===== src/rtl/hwtp_pkg.sv =====
// shared constants for the hardware-source trace packetizer
package hwtp_pkg;
  // register byte offsets
  localparam logic [11:0] OFF_CONTROL    = 12'h000;
  localparam logic [11:0] OFF_CMP_FUNC   = 12'h004;
  localparam logic [11:0] OFF_STATUS     = 12'h008;
  localparam logic [11:0] OFF_CYCLE      = 12'h00C;
  // control register fields
  localparam int          CTL_SAMPLE_EN  = 0;
  localparam int          CTL_TAP_SEL    = 1;
  localparam int          CTL_RELOAD_LO  = 2;
  localparam int          RELOAD_W       = 4;
  localparam logic [3:0]  RELOAD_RESET   = 4'h0;
  // comparator function field: one 3-bit field per traced comparator
  localparam int          CFG_W          = 3;
  localparam int          CFG_EMIT_VALUE = 0;
  localparam int          CFG_EMIT_PC    = 1;
  localparam int          CFG_EMIT_ADDR  = 2;
  localparam int          TRACED_CMPS    = 4;
  localparam logic [3:0]  MAX_TRACED_IDX = 4'h3;
  // cycle counter tap masks: all-ones low bits mean a carry into the tap bit
  localparam logic [31:0] TAP_MASK_LO    = 32'h0000003F;
  localparam logic [31:0] TAP_MASK_HI    = 32'h000003FF;
  // header fields
  localparam logic [4:0]  ID_EXCEPTION   = 5'h01;
  localparam logic [4:0]  ID_PC_SAMPLE   = 5'h02;
  localparam logic [1:0]  SS_NONE        = 2'h0;
  localparam logic [1:0]  SS_ONE         = 2'h1;
  localparam logic [1:0]  SS_TWO         = 2'h2;
  localparam logic [1:0]  SS_FOUR        = 2'h3;
  localparam logic        HW_SOURCE      = 1'b1;
  localparam logic [1:0]  DT_PC_OR_ADDR  = 2'h1;
  localparam logic [1:0]  DT_VALUE       = 2'h2;
  localparam logic [1:0]  ACT_RESERVED   = 2'h0;
  // pending packet slots, in no particular order
  localparam int          PEND_EXC       = 0;
  localparam int          PEND_SMP       = 1;
  localparam int          PEND_DTA       = 2;
  localparam int          PEND_DTB       = 3;
  localparam int          PEND_N         = 4;
endpackage


===== src/rtl/hwtp_pkt_if.sv =====
// one finished packet passing from the packet builder to the output slot
`timescale 1ns/1ns
interface hwtp_pkt_if;
  logic        valid;
  logic        ready;
  logic [7:0]  header;
  logic [31:0] payload;
  modport src (output valid, output header, output payload, input ready);
  modport dst (input valid, input header, input payload, output ready);
endinterface // hwtp_pkt_if


===== src/rtl/hwtp_sampler.sv =====
// cycle counter, tap selection and post-scaler that time the pc samples
`timescale 1ns/1ns
module hwtp_sampler #(
  parameter int RELOAD_W = 4
) (
  // clock and reset
  input  wire logic                pclk,
  input  wire logic                presetn,
  // configuration
  input  wire logic                enable,
  input  wire logic                tap_select,
  input  wire logic [RELOAD_W-1:0] reload,
  // state and timing
  output logic      [31:0]         cycle_counter,
  output logic                     sample_tick
);
  logic [RELOAD_W-1:0] sample_post_scaler;
  logic                tap_event;

  // carry into the chosen tap bit of the cycle counter
  assign tap_event = ((cycle_counter & (tap_select ? hwtp_pkg::TAP_MASK_HI
                                                   : hwtp_pkg::TAP_MASK_LO))
                      == (tap_select ? hwtp_pkg::TAP_MASK_HI : hwtp_pkg::TAP_MASK_LO));

  // free-running processor cycle counter
  always_ff @(posedge pclk or negedge presetn) begin
    if (!presetn) begin
      cycle_counter <= 32'h00000000;
    end else begin
      cycle_counter <= cycle_counter + 32'h00000001;
    end
  end

  // post-scaler counts tap events down; its period is the sample interval
  always_ff @(posedge pclk or negedge presetn) begin
    if (!presetn) begin
      sample_post_scaler <= '0;
      sample_tick        <= 1'b0;
    end else if (!enable) begin
      sample_post_scaler <= reload;
      sample_tick        <= 1'b0;
    end else if (tap_event) begin
      sample_tick        <= (sample_post_scaler == '0);
      sample_post_scaler <= (sample_post_scaler == '0) ? reload
                                                       : sample_post_scaler - 1'b1;
    end else begin
      sample_tick        <= 1'b0;
    end
  end
endmodule // hwtp_sampler


===== src/rtl/hwtp_out_slot.sv =====
// one-packet output buffer toward the trace multiplexer
`timescale 1ns/1ns
module hwtp_out_slot (
  // clock and reset
  input  wire logic        pclk,
  input  wire logic        presetn,
  // from the packet builder
  hwtp_pkt_if.dst          in_pkt,
  // toward the trace multiplexer
  output logic             out_valid,
  output logic [7:0]       out_header,
  output logic [31:0]      out_payload,
  input  wire logic        out_ready
);
  // ready when empty; when full, a new packet only enters as the old one leaves
  assign in_pkt.ready = !out_valid || out_ready;

  // hold the packet until the multiplexer takes it
  always_ff @(posedge pclk or negedge presetn) begin
    if (!presetn) begin
      out_valid   <= 1'b0;
      out_header  <= 8'h00;
      out_payload <= 32'h00000000;
    end else if (in_pkt.ready) begin
      out_valid <= in_pkt.valid;
      if (in_pkt.valid) begin
        out_header  <= in_pkt.header;
        out_payload <= in_pkt.payload;
      end
    end
  end
endmodule // hwtp_out_slot


===== src/rtl/hwtp_packetizer.sv =====
// hardware-source trace packet builder with apb registers
`timescale 1ns/1ns
module hwtp_packetizer #(
  parameter int IDX_W = 4
) (
  // clock and reset
  input  wire logic             pclk,
  input  wire logic             presetn,
  // apb slave
  input  wire logic             psel,
  input  wire logic             penable,
  input  wire logic             pwrite,
  input  wire logic [11:0]      paddr,
  input  wire logic [31:0]      pwdata,
  output logic                  pready,
  output logic      [31:0]      prdata,
  output logic                  pslverr,
  // exception events from the core
  input  wire logic             exc_valid,
  input  wire logic [8:0]       exception_id,
  input  wire logic [1:0]       exception_action,
  // core state for pc sampling
  input  wire logic [31:0]      core_pc,
  input  wire logic             core_sleeping,
  // comparator matches
  input  wire logic             cmp_match,
  input  wire logic [IDX_W-1:0] comparator_index,
  input  wire logic [31:0]      match_pc,
  input  wire logic [31:0]      match_addr,
  input  wire logic [31:0]      match_value,
  input  wire logic [1:0]       match_size,
  input  wire logic             write_not_read,
  // toward the trace packet mux
  output logic                  trc_valid,
  output logic      [7:0]       trc_header,
  output logic      [31:0]      trc_payload,
  input  wire logic             trc_ready,
  output logic                  overflow_req
);
  localparam int N = hwtp_pkg::PEND_N;
  localparam int E = hwtp_pkg::PEND_EXC;
  localparam int S = hwtp_pkg::PEND_SMP;
  localparam int A = hwtp_pkg::PEND_DTA;
  localparam int B = hwtp_pkg::PEND_DTB;

  // watch_control_reg fields and other software state
  logic                          pc_sample_enable;
  logic                          cycle_tap_select;
  logic [hwtp_pkg::RELOAD_W-1:0] post_reload;
  logic [11:0]                   comparator_function_cfg;
  logic [15:0]                   overflow_count;
  logic [31:0]                   cycle_counter;
  logic                          sample_tick;
  // apb decode
  logic                          addr_hit;
  logic                          wr_en;
  logic [31:0]                   next_prdata;
  // packet sources
  logic                          exc_ok;
  logic                          cmp_ok;
  logic [1:0]                    cmp_num;
  logic [2:0]                    cfg;
  logic                          emit_value;
  logic                          emit_pc;
  logic                          emit_address_flag;
  logic                          dta_need;
  logic                          dtb_need;
  logic [31:0]                   value_masked;
  logic [7:0]                    new_hdr [N];
  logic [31:0]                   new_pl  [N];
  // pending packets and arbitration
  logic [N-1:0]                  pend_v;
  logic [7:0]                    pend_hdr [N];
  logic [31:0]                   pend_pl  [N];
  logic [N-1:0]                  grant;
  logic [N-1:0]                  free;
  logic [N-1:0]                  load;
  logic                          data_free;
  logic                          drop;

  hwtp_pkt_if pkt ();

  // sample timing
  hwtp_sampler #(
    .RELOAD_W (hwtp_pkg::RELOAD_W)
  ) u_sampler (
    .pclk          (pclk),
    .presetn       (presetn),
    .enable        (pc_sample_enable),
    .tap_select    (cycle_tap_select),
    .reload        (post_reload),
    .cycle_counter (cycle_counter),
    .sample_tick   (sample_tick)
  );

  // output buffer
  hwtp_out_slot u_slot (
    .pclk        (pclk),
    .presetn     (presetn),
    .in_pkt      (pkt),
    .out_valid   (trc_valid),
    .out_header  (trc_header),
    .out_payload (trc_payload),
    .out_ready   (trc_ready)
  );

  // apb handshake: zero wait states, error on unmapped address
  assign pready   = 1'b1;
  assign addr_hit = (paddr == hwtp_pkg::OFF_CONTROL) || (paddr == hwtp_pkg::OFF_CMP_FUNC) ||
                    (paddr == hwtp_pkg::OFF_STATUS)  || (paddr == hwtp_pkg::OFF_CYCLE);
  assign pslverr  = psel && penable && !addr_hit;
  assign wr_en    = psel && penable && pwrite;

  // read mux, sampled in the setup cycle so read data comes from a flop
  always_comb begin
    next_prdata = 32'h00000000;
    unique case (paddr)
      hwtp_pkg::OFF_CONTROL: begin
        next_prdata[hwtp_pkg::CTL_SAMPLE_EN] = pc_sample_enable;
        next_prdata[hwtp_pkg::CTL_TAP_SEL]   = cycle_tap_select;
        next_prdata[hwtp_pkg::CTL_RELOAD_LO +: hwtp_pkg::RELOAD_W] = post_reload;
      end
      hwtp_pkg::OFF_CMP_FUNC: next_prdata[11:0]  = comparator_function_cfg;
      hwtp_pkg::OFF_STATUS:   next_prdata[15:0]  = overflow_count;
      hwtp_pkg::OFF_CYCLE:    next_prdata        = cycle_counter;
      default:                next_prdata        = 32'h00000000;
    endcase
  end

  // read data register
  always_ff @(posedge pclk or negedge presetn) begin
    if (!presetn) begin
      prdata <= 32'h00000000;
    end else if (psel && !penable && !pwrite) begin
      prdata <= next_prdata;
    end
  end

  // control and comparator configuration registers
  always_ff @(posedge pclk or negedge presetn) begin
    if (!presetn) begin
      pc_sample_enable        <= 1'b0;
      cycle_tap_select        <= 1'b0;
      post_reload             <= hwtp_pkg::RELOAD_RESET;
      comparator_function_cfg <= 12'h000;
    end else if (wr_en && paddr == hwtp_pkg::OFF_CONTROL) begin
      pc_sample_enable <= pwdata[hwtp_pkg::CTL_SAMPLE_EN];
      cycle_tap_select <= pwdata[hwtp_pkg::CTL_TAP_SEL];
      post_reload      <= pwdata[hwtp_pkg::CTL_RELOAD_LO +: hwtp_pkg::RELOAD_W];
    end else if (wr_en && paddr == hwtp_pkg::OFF_CMP_FUNC) begin
      comparator_function_cfg <= pwdata[11:0];
    end
  end

  // exception packet: id split over two bytes, reserved bits zero
  assign exc_ok   = exc_valid && (exception_action != hwtp_pkg::ACT_RESERVED);
  assign new_hdr[E] = {hwtp_pkg::ID_EXCEPTION, hwtp_pkg::HW_SOURCE, hwtp_pkg::SS_TWO};
  assign new_pl[E]  = {16'h0000, 2'b00, exception_action, 3'b000, exception_id[8],
                       exception_id[7:0]};

  // periodic sample: full pc or zero sleep byte
  assign new_hdr[S] = core_sleeping
                    ? {hwtp_pkg::ID_PC_SAMPLE, hwtp_pkg::HW_SOURCE, hwtp_pkg::SS_ONE}
                    : {hwtp_pkg::ID_PC_SAMPLE, hwtp_pkg::HW_SOURCE, hwtp_pkg::SS_FOUR};
  assign new_pl[S]  = core_sleeping ? 32'h00000000
                                    : {core_pc[31:1], 1'b0};

  // comparator decode; only the low four comparators can trace data
  assign cmp_ok  = cmp_match && (comparator_index <= IDX_W'(hwtp_pkg::MAX_TRACED_IDX));
  assign cmp_num = comparator_index[1:0];
  assign cfg     = comparator_function_cfg[cmp_num * hwtp_pkg::CFG_W +: hwtp_pkg::CFG_W];
  assign emit_value        = cfg[hwtp_pkg::CFG_EMIT_VALUE] && (match_size != hwtp_pkg::SS_NONE);
  assign emit_address_flag = cfg[hwtp_pkg::CFG_EMIT_ADDR];
  assign emit_pc           = cfg[hwtp_pkg::CFG_EMIT_PC] && !emit_address_flag;
  assign dta_need = cmp_ok && (emit_pc || emit_address_flag);
  assign dtb_need = cmp_ok && emit_value;

  // first data packet: instruction pc or low address half
  assign new_hdr[A] = {hwtp_pkg::DT_PC_OR_ADDR, cmp_num, emit_address_flag, hwtp_pkg::HW_SOURCE,
                       emit_address_flag ? hwtp_pkg::SS_TWO : hwtp_pkg::SS_FOUR};
  assign new_pl[A]  = emit_address_flag ? {16'h0000, match_addr[15:0]}
                                        : match_pc;

  // data value packet, payload sized by the transfer
  assign new_hdr[B] = {hwtp_pkg::DT_VALUE, cmp_num, write_not_read, hwtp_pkg::HW_SOURCE,
                       match_size};
  always_comb begin
    value_masked = match_value;
    if (match_size == hwtp_pkg::SS_ONE) begin
      value_masked = {24'h000000, match_value[7:0]};
    end else if (match_size == hwtp_pkg::SS_TWO) begin
      value_masked = {16'h0000, match_value[15:0]};
    end
  end
  assign new_pl[B] = value_masked;

  // fixed priority: exception, data pair in order, then sample
  always_comb begin
    grant = '0;
    if (pkt.ready) begin
      if (pend_v[E]) begin
        grant[E] = 1'b1;
      end else if (pend_v[A]) begin
        grant[A] = 1'b1;
      end else if (pend_v[B]) begin
        grant[B] = 1'b1;
      end else if (pend_v[S]) begin
        grant[S] = 1'b1;
      end
    end
  end

  // a slot is free if empty or leaving this cycle; a match needs both data slots
  assign free      = ~pend_v | grant;
  assign data_free = free[A] && free[B];
  assign load[E]   = exc_ok && free[E];
  assign load[S]   = sample_tick && free[S];
  assign load[A]   = dta_need && data_free;
  assign load[B]   = dtb_need && data_free;
  assign drop      = (exc_ok && !free[E]) || (sample_tick && !free[S]) ||
                     ((dta_need || dtb_need) && !data_free);

  // pending packets waiting for the output buffer
  always_ff @(posedge pclk or negedge presetn) begin
    if (!presetn) begin
      pend_v <= '0;
      for (int k = 0; k < N; k++) begin
        pend_hdr[k] <= 8'h00;
        pend_pl[k]  <= 32'h00000000;
      end
    end else begin
      for (int k = 0; k < N; k++) begin
        if (load[k]) begin
          pend_v[k]   <= 1'b1;
          pend_hdr[k] <= new_hdr[k];
          pend_pl[k]  <= new_pl[k];
        end else if (grant[k]) begin
          pend_v[k] <= 1'b0;
        end
      end
    end
  end

  // granted packet toward the output buffer
  always_comb begin
    pkt.valid   = |grant;
    pkt.header  = 8'h00;
    pkt.payload = 32'h00000000;
    for (int k = 0; k < N; k++) begin
      if (grant[k]) begin
        pkt.header  = pend_hdr[k];
        pkt.payload = pend_pl[k];
      end
    end
  end

  // overflow request pulse and its counter
  always_ff @(posedge pclk or negedge presetn) begin
    if (!presetn) begin
      overflow_req   <= 1'b0;
      overflow_count <= 16'h0000;
    end else begin
      overflow_req <= drop;
      if (drop) begin
        overflow_count <= overflow_count + 16'h0001;
      end
    end
  end

  // exception header and size code
  property p_exc_header;
    @(posedge pclk) disable iff (!presetn)
    grant[E] |-> pkt.header == {hwtp_pkg::ID_EXCEPTION, hwtp_pkg::HW_SOURCE, hwtp_pkg::SS_TWO};
  endproperty
  a_exc_header: assert property (p_exc_header) else $error("bad exception header");

  // exception id captured across two payload bytes
  property p_exc_id;
    @(posedge pclk) disable iff (!presetn)
    load[E] |=> pend_pl[E][7:0] == $past(exception_id[7:0]) && pend_pl[E][8] == $past(exception_id[8]);
  endproperty
  a_exc_id: assert property (p_exc_id) else $error("exception id misplaced");

  // emitted exception action never reserved
  property p_exc_action;
    @(posedge pclk) disable iff (!presetn)
    grant[E] |-> pkt.payload[13:12] != hwtp_pkg::ACT_RESERVED;
  endproperty
  a_exc_action: assert property (p_exc_action) else $error("reserved action emitted");

  // reserved exception bits zero
  property p_exc_reserved;
    @(posedge pclk) disable iff (!presetn)
    grant[E] |-> pkt.payload[15:14] == 2'h0 && pkt.payload[11:9] == 3'h0;
  endproperty
  a_exc_reserved: assert property (p_exc_reserved) else $error("reserved bits set");

  // no sample while sampling is off
  property p_sample_enable;
    @(posedge pclk) disable iff (!presetn)
    !pc_sample_enable ##1 !pc_sample_enable |-> !sample_tick;
  endproperty
  a_sample_enable: assert property (p_sample_enable) else $error("sample while off");

  // sleep sample header and zero byte
  property p_sleep_sample;
    @(posedge pclk) disable iff (!presetn)
    load[S] && core_sleeping |=> pend_pl[S] == 32'h00000000 &&
      pend_hdr[S] == {hwtp_pkg::ID_PC_SAMPLE, hwtp_pkg::HW_SOURCE, hwtp_pkg::SS_ONE};
  endproperty
  a_sleep_sample: assert property (p_sleep_sample) else $error("bad sleep sample");

  // sample pc low bit cleared
  property p_pc_align;
    @(posedge pclk) disable iff (!presetn)
    grant[S] |-> !pkt.payload[0];
  endproperty
  a_pc_align: assert property (p_pc_align) else $error("sample pc bit 0 set");

  // high comparators make no data packets
  property p_high_cmp;
    @(posedge pclk) disable iff (!presetn)
    comparator_index > IDX_W'(hwtp_pkg::MAX_TRACED_IDX) |-> !load[A] && !load[B];
  endproperty
  a_high_cmp: assert property (p_high_cmp) else $error("high comparator traced");

  // value packet never overtakes its leading packet
  property p_pair_order;
    @(posedge pclk) disable iff (!presetn)
    grant[B] |-> !pend_v[A];
  endproperty
  a_pair_order: assert property (p_pair_order) else $error("pair out of order");

  // every header hardware-sourced with a legal size
  property p_header_common;
    @(posedge pclk) disable iff (!presetn)
    pkt.valid |-> pkt.header[2] && pkt.header[1:0] != hwtp_pkg::SS_NONE;
  endproperty
  a_header_common: assert property (p_header_common) else $error("bad header");

  // dropped exception raises overflow next cycle
  property p_overflow;
    @(posedge pclk) disable iff (!presetn)
    exc_ok && !free[E] |=> overflow_req && overflow_count == $past(overflow_count) + 16'h0001;
  endproperty
  a_overflow: assert property (p_overflow) else $error("drop without overflow");
endmodule // hwtp_packetizer


===== config.mk =====
export PLATFORM = sky130hd
export DESIGN_NAME = hwtp_packetizer
export DESIGN_NICKNAME = d
export VERILOG_FILES = /design/src/rtl/hwtp_pkg.sv /design/src/rtl/hwtp_pkt_if.sv /design/src/rtl/hwtp_sampler.sv /design/src/rtl/hwtp_out_slot.sv /design/src/rtl/hwtp_packetizer.sv
export SDC_FILE = /design/constraint.sdc
export NUM_CORES = 1
export LEC_CHECK = 0
export BUFFER_PORTS_ARGS = -buffer_cell sky130_fd_sc_hd__buf_2
export CAP_MARGIN = 20
export CORE_MARGIN = 1.5
export CORE_UTILIZATION = 54
export DETAILED_ROUTE_END_ITERATION = 16
export PLACE_DENSITY = 0.8
export SYNTH_ARGS = -nofsm -noshare
export SYNTH_HDL_FRONTEND = slang
export SYNTH_SLANG_ARGS = --single-unit

===== constraint.sdc =====
create_clock -name pclk -period 2.7 [get_ports pclk]
set_clock_uncertainty 0.05 [all_clocks]
set_input_delay 0.27 -clock pclk [delete_from_list [all_inputs] [get_ports pclk]]
set_output_delay 0.27 -clock pclk [all_outputs]
set_load 0.005 [all_outputs]

Word-level counts from Yosys, hierarchy flattened:

Cells that the tools add are included.

* add/subtract/negate cells: 3
* multipliers: 1
* order comparisons: 1
* equality and inequality tests: 7
* shift operators: 1
* muxes and demuxes: 41
* bitwise gates (word level): 4
* reduce and logical (&&, ||, !) cells: 48

Operators by type and width (number)
* two-way mux 32 bit: 7
* adder 32 x 1 -> 32 bit, second input constant: 1
* bitwise AND 32 x 10 -> 32 bit: 1
* equality test 32 bit: 1
* equality test 12 x 4 -> 1 bit, second input constant: 2
* two-way mux 8 bit: 3
* case mux 6 bit (4 select lines): 1
* logical AND 1 bit: 21
* two-way mux 4 bit: 5
* two-way mux 1 bit: 18
* case mux 6 bit (3 select lines): 1
* adder 16 x 1 -> 16 bit, second input constant: 1
* two-way mux 16 bit: 1
* two-way mux 14 bit: 1
* equality test 12 x 3 -> 1 bit, second input constant: 1
* zero test 12 bit: 1
* nonzero test 2 bit: 6
* indexed part select 12 x 5 -> 3 bit: 1
* two-way mux 10 bit: 1
* zero test 1 bit: 8
* logical OR 1 bit: 8
* case mux 4 bit (2 select lines): 1
* less-or-equal comparator 4 x 2 -> 1 bit, second input constant: 1
* zero test 4 bit: 1
* 12 further kinds: 13

* register bits: 279
* input bits: 199
* output and inout port bits: 76
* word-level logic and storage cells: 131

Longest topological paths before layout:

* depth in word-level cells: 10
* depth in mapped cells: 8
* gate-level depth less buffers: 6

Hierarchy:

Synthesis repeated with hierarchy kept, for this count alone.

* cells, all modules: 1080
* area, all modules: 12365.6 um^2

By module, submodules not included
* hwtp_packetizer: times used 1, cells an instance 825, area each 8856.0 um^2, sequential area each 4779.6 um^2
* hwtp_sampler: times used 1, cells an instance 167, area each 1806.7 um^2, sequential area each 925.9 um^2
* hwtp_out_slot: times used 1, cells an instance 88, area each 1702.9 um^2, sequential area each 1026.0 um^2

Least setup slack after synthesis:

Ideal clock, no wire load.

* kind: input port to flip-flop
* start: input comparator_index[0]
* end: register overflow_count[1]
* library setup time: 0.128 ns
* data arrival time: 2.011 ns
* required time: 2.522 ns
* setup slack: 0.511 ns
* cell stages on the path: 8
* buffers on the path: 3
* path through: buf_6 -> mux4_2 -> buf_6 -> a211o_1 -> and4_1 -> buf_6 -> nor2_4 -> mux2_1

* cells in the longest elaborated chain, start to end: 9
* elaborated cells on any way between the ends: 13
* classes of those cells: mul (1); order compare (1); shift (1); reduce/logical (10)

RTL lines
* start: declaration: RTL line hwtp_packetizer.sv:27 `input wire logic [IDX_W-1:0] comparator_index,`
* multiplier 2 x 2 -> 4 bit: RTL line hwtp_packetizer.sv:171 `assign cfg = comparator_function_cfg[cmp_num * hwtp_pkg::CFG_W +: hwtp_pkg::CFG_W];`
* indexed part select 12 x 5 -> 3 bit: RTL line hwtp_packetizer.sv:171
* zero test 1 bit: RTL line hwtp_packetizer.sv:174 `assign emit_pc = cfg[hwtp_pkg::CFG_EMIT_PC] && !emit_address_flag;`
* logical AND 1 bit: RTL line hwtp_packetizer.sv:174
* logical OR 1 bit: RTL line hwtp_packetizer.sv:175 `assign dta_need = cmp_ok && (emit_pc || emit_address_flag);`
* logical AND 1 bit: RTL line hwtp_packetizer.sv:175
* logical OR 1 bit *: RTL line hwtp_packetizer.sv:221 `((dta_need || dtb_need) && !data_free);`
* logical AND 1 bit *: RTL line hwtp_packetizer.sv:221
* logical OR 1 bit *: RTL line hwtp_packetizer.sv:220 `assign drop = (exc_ok && !free[E]) || (sample_tick && !free[S]) ||`
* end signal: assignment: RTL line hwtp_packetizer.sv:265 `overflow_count <= overflow_count + 16'h0001;`
* end: declaration: RTL line hwtp_packetizer.sv:51 `logic [15:0] overflow_count;`

Every way passes the cells marked *; elsewhere a longest branch is shown, timed or not.
A chain may end at the register's enable or synchronous reset.

Worst setup path after layout:

* start: register comparator_function_cfg[11]
* end: register pend_pl[39] in the netlist's numbering

* cells in the longest elaborated chain, start to end: 6
* elaborated cells on any way between the ends: 7
* classes of those cells: shift (1); mux (1); reduce/logical (5)

RTL lines
* start: declaration: RTL line hwtp_packetizer.sv:50 `logic [11:0] comparator_function_cfg;`
* start signal: assignment: RTL line hwtp_packetizer.sv:151 `comparator_function_cfg <= pwdata[11:0];`
* indexed part select 12 x 5 -> 3 bit *: RTL line hwtp_packetizer.sv:171
* zero test 1 bit: RTL line hwtp_packetizer.sv:174
* logical AND 1 bit: RTL line hwtp_packetizer.sv:174
* logical OR 1 bit: RTL line hwtp_packetizer.sv:175
* logical AND 1 bit: RTL line hwtp_packetizer.sv:175
* logical AND 1 bit: RTL line hwtp_packetizer.sv:218 `assign load[A] = dta_need && data_free;`
* end signal: indexed assignment: RTL line hwtp_packetizer.sv:236 `pend_pl[k] <= new_pl[k];`
* end: declaration: RTL line hwtp_packetizer.sv:74 `logic [31:0] pend_pl [N];`

Marks and branches as above.

==> flow_metrics.py <==
metrics = {
    "outcome": {
        "status": "finished clean",
    },
    "routing": {
        "drtIter0Drc": 941,
        "wl_um": 34270,
        "wl_per_cell_um": 19.61,
        "viasPerCell": 5.854,
        "ant_nets": 0,
        "post-route-drc-count": 0,
        "drt_pre_antenna_iters": 5,
        "dr_total_vias": 10230,
    },
    "clocking": {
        "clk_pin_slew_ps": 70,
        "cts_root_buffer": "clkbuf_16",
        "cts_hold_buf": 113,
        "cts.sinks": 269,
        "h-tree-depth": 1,
        "cts_setup_buffers": 0,
        "worstSkewPairLatency_ps": 530,
        "ctsResizeCount": 0,
        "cts_made_buffers": 27,
        "cts_tree": "built",
        "clockBufferDepth": 3,
    },
    "pwr": {
        "totalPowerFinal_w": 0.008998,
        "ir_worst_vdd_mv": 0.4114,
        "p_leak_nw": 7.674,
        "power_density_mw_per_mm2": 585.8,
    },
    "synthesis": {
        "yosysSeqAreaShare_pct": 57.21,
        "syn_avg_cell_area_sq_um": 10.52,
        "synth_ff_type": "dfrtp_1",
        "syn_nets": 1320,
        "syn_inst": 1118,
        "synth_edf_count": 0,
        "synth_seq_cells": 269,
        "synth.cell_area_sq_mm": 0.01177,
        "ys_warn_count": 0,
        "ys_types": 50,
        "async_flop_share_pct": 100.0,
    },
    "worst_hold_path": {
        "hold_path_class": "input port to register",
        "hold_depth": 3,
    },
    "timing": {
        "slew_headroom_pct": 30.76,
        "max_freq_mhz": 423.0,
        "final-hold-violation-count": 0,
        "fin_crit_ps": 2364,
        "hold_slack_ps": 7.904,
        "tns_ps": 0,
        "drv_slew": 0,
        "rsz0062_at_grt": "no",
        "setup_viol": 0,
        "max_slew.worst_pin.slew_ps": 1035,
        "period_share_pct": 87.57,
    },
    "global_routing": {
        "use_met1_pct": 37.89,
        "grtUsageMet3_pct": 6.364,
        "grt_pass1_wl_um": 53790,
        "grt.busiest_layer": "met2",
        "track_usage_pct": 30.60,
        "grt_pass1_vias": 10240,
        "grt_max_degree": 72,
        "grt.overflow.total": 0,
        "antenna_found_initial": 1,
        "grt_use_met2_pct": 51.70,
    },
    "floorplan": {
        "coreArea_sq_mm": 0.02122,
        "start_util_pct": 55.45,
        "die_h_um": 150.6,
        "dieArea_sq_mm": 0.02268,
        "die_w_um": 150.6,
        "row_count": 53,
        "pin_count": 275,
    },
    "worst_setup_path": {
        "cp_slowest_cell": "dlygate4sd3_1",
        "path_max_fanout": 16,
        "worst-path-stages": 5,
        "rr_endpoint": "pend_pl[39]",
        "endpoint": "pend_pl[39]",
        "critPathCaptureType": "register",
        "worstSetupStartpoint": "comparator_function_cfg[11]",
        "critPathBufInv": 2,
        "ff2ff_setup_slack_ps": 340,
        "crit_type": "register to register",
        "r2r-start": "comparator_function_cfg[11]",
        "start_kind": "register",
        "crit_required_ps": 3070,
        "reg2regPathDepth": 5,
        "worstPathArrival_ps": 2730,
        "cp_cell_sequence": "mux4_2 > buf_4 > mux2i_1 > dlygate4sd3_1 > o21ai_0",
        "path_delay_family": "buffers and inverters",
        "critPathMaxStageDelay_ps": 590,
    },
    "run": {
        "maxCapViolCount": 0,
    },
    "placed_design": {
        "io_buffer_count": 236,
        "gp_congestion": 0.8572,
        "dp_hpwl_um": 21010,
    },
    "final_layout": {
        "finalNetCount": 1656,
        "area_growth_pct": 30.55,
        "drive_gt1_share_pct": 25.95,
        "fin_util_pct": 72.39,
    },
}
==> sequential cells by signal, summed over array words and instances (netlist names) <==
| name | flops |
|---|---|
| u_slot.out_header | 8 |
| pend_pl | 106 |
| u_slot.out_valid | 1 |
| overflow_req | 1 |
| cycle_tap_select | 1 |
| overflow_count | 16 |
| post_reload | 4 |
| u_slot.out_payload | 32 |
| u_sampler.sample_tick | 1 |
| pc_sample_enable | 1 |
| u_sampler.sample_post_scaler | 4 |
| comparator_function_cfg | 12 |
| pend_v | 4 |
| pend_hdr | 14 |
| prdata | 32 |
| u_sampler.cycle_counter | 32 |
==> layout by cell type, fill, tap and decap left out, types with 32 or more instances in the layout <==
cell type      count
o21ai_0          105
nand2_1          266
dlygate4sd3_1    113
nand3_1           32
buf_2            235
xnor2_1           36
mux2_2            48
nand2b_1          37
dfrtp_1          269
==> worst reg2reg max path, cell delays in order, from the launching register on <==
cell and delay (ps):
dfrtp_1 420, mux4_2 550, buf_4 260, mux2i_1 160
dlygate4sd3_1 590, o21ai_0 230
==> cell type report <==
type / instances / area (sq um)
clock buffer: 37 / 793.3
tap: 275 / 344.1
sequential: 269 / 6731
timing repair buffer: 377 / 2582
inverter: 11 / 41.29
multi-input combinational: 768 / 4736
antenna: 1 / 2.502
fill: 1393 / 5859
clock inverter: 10 / 130.1
==> routing by layer <==
| layer | up-vias | wire (um) |
|---|---|---|
| li1 | 4581 | - |
| met3 | 122 | 2861 |
| met1 | 4994 | 13110 |
| met2 | 535 | 16710 |
| met5 | - | 0 |
| met4 | 0 | 1586 |
==> synthesized netlist by cell type (15+ instances only) <==
cell type    n  area [sq um]
dfrtp_1    269          6731
nand2_1    267          1002
o21ai_0    105         525.5
clkbuf_1    61         229.0
mux2_2      48         540.5
nand2b_1    37         231.5
xnor2_1     36         315.3
nand3_1     32         160.2
a222oi_1    28         280.3
nor2_1      28         105.1
and3_1      25         156.4
mux2i_1     23         230.2
a221oi_1    15         131.4
==> kinds of logic after synthesis <==
group	Yosys count	share of synthesized area, %
simple gates	438	16.87
flops	269	57.21
compound gates	200	11.25
buf+inv	81	2.839
mux	79	7.986
xor+xnor	47	3.498
fa+ha+maj	3	0.3190
other cells	1	0.03187
==> how the worst min path moves through the flow <==
| stage | from | to | slack (ps) |
|---|---|---|---|
| after floorplan | presetn | comparator_function_cfg[0] | -80 |
| after global placement | presetn | pend_pl[42] | 180 |
| after detailed placement | presetn | pend_pl[42] | 180 |
| after CTS | core_pc[19] | pend_pl[83] | 0.5 |
| after global routing | match_size[0] | pend_hdr[0] | 10 |
| final | match_pc[5] | pend_pl[37] | 8 |
==> report_power, final <==
group / internal (W) / switching, W / leakage, nW
sequential: 0.00416 / 0.000118 / 3.64
combinational: 0.000414 / 0.000436 / 3.58
clock: 0.00233 / 0.00154 / 0.455
total: 0.00690 / 0.00210 / 7.67
==> stage by stage <==
stage	setup slack [ps]	instance area, sq um	cells
finish	335.7	15360	1748
global route	273.3	15360	1747
CTS	468.8	15350	1746
detailed placement	384.2	13300	1586
global placement	477.3	13300	1586
floorplan	511.4	11770	1118
No activity file was read; power rests on OpenSTA's default activity.
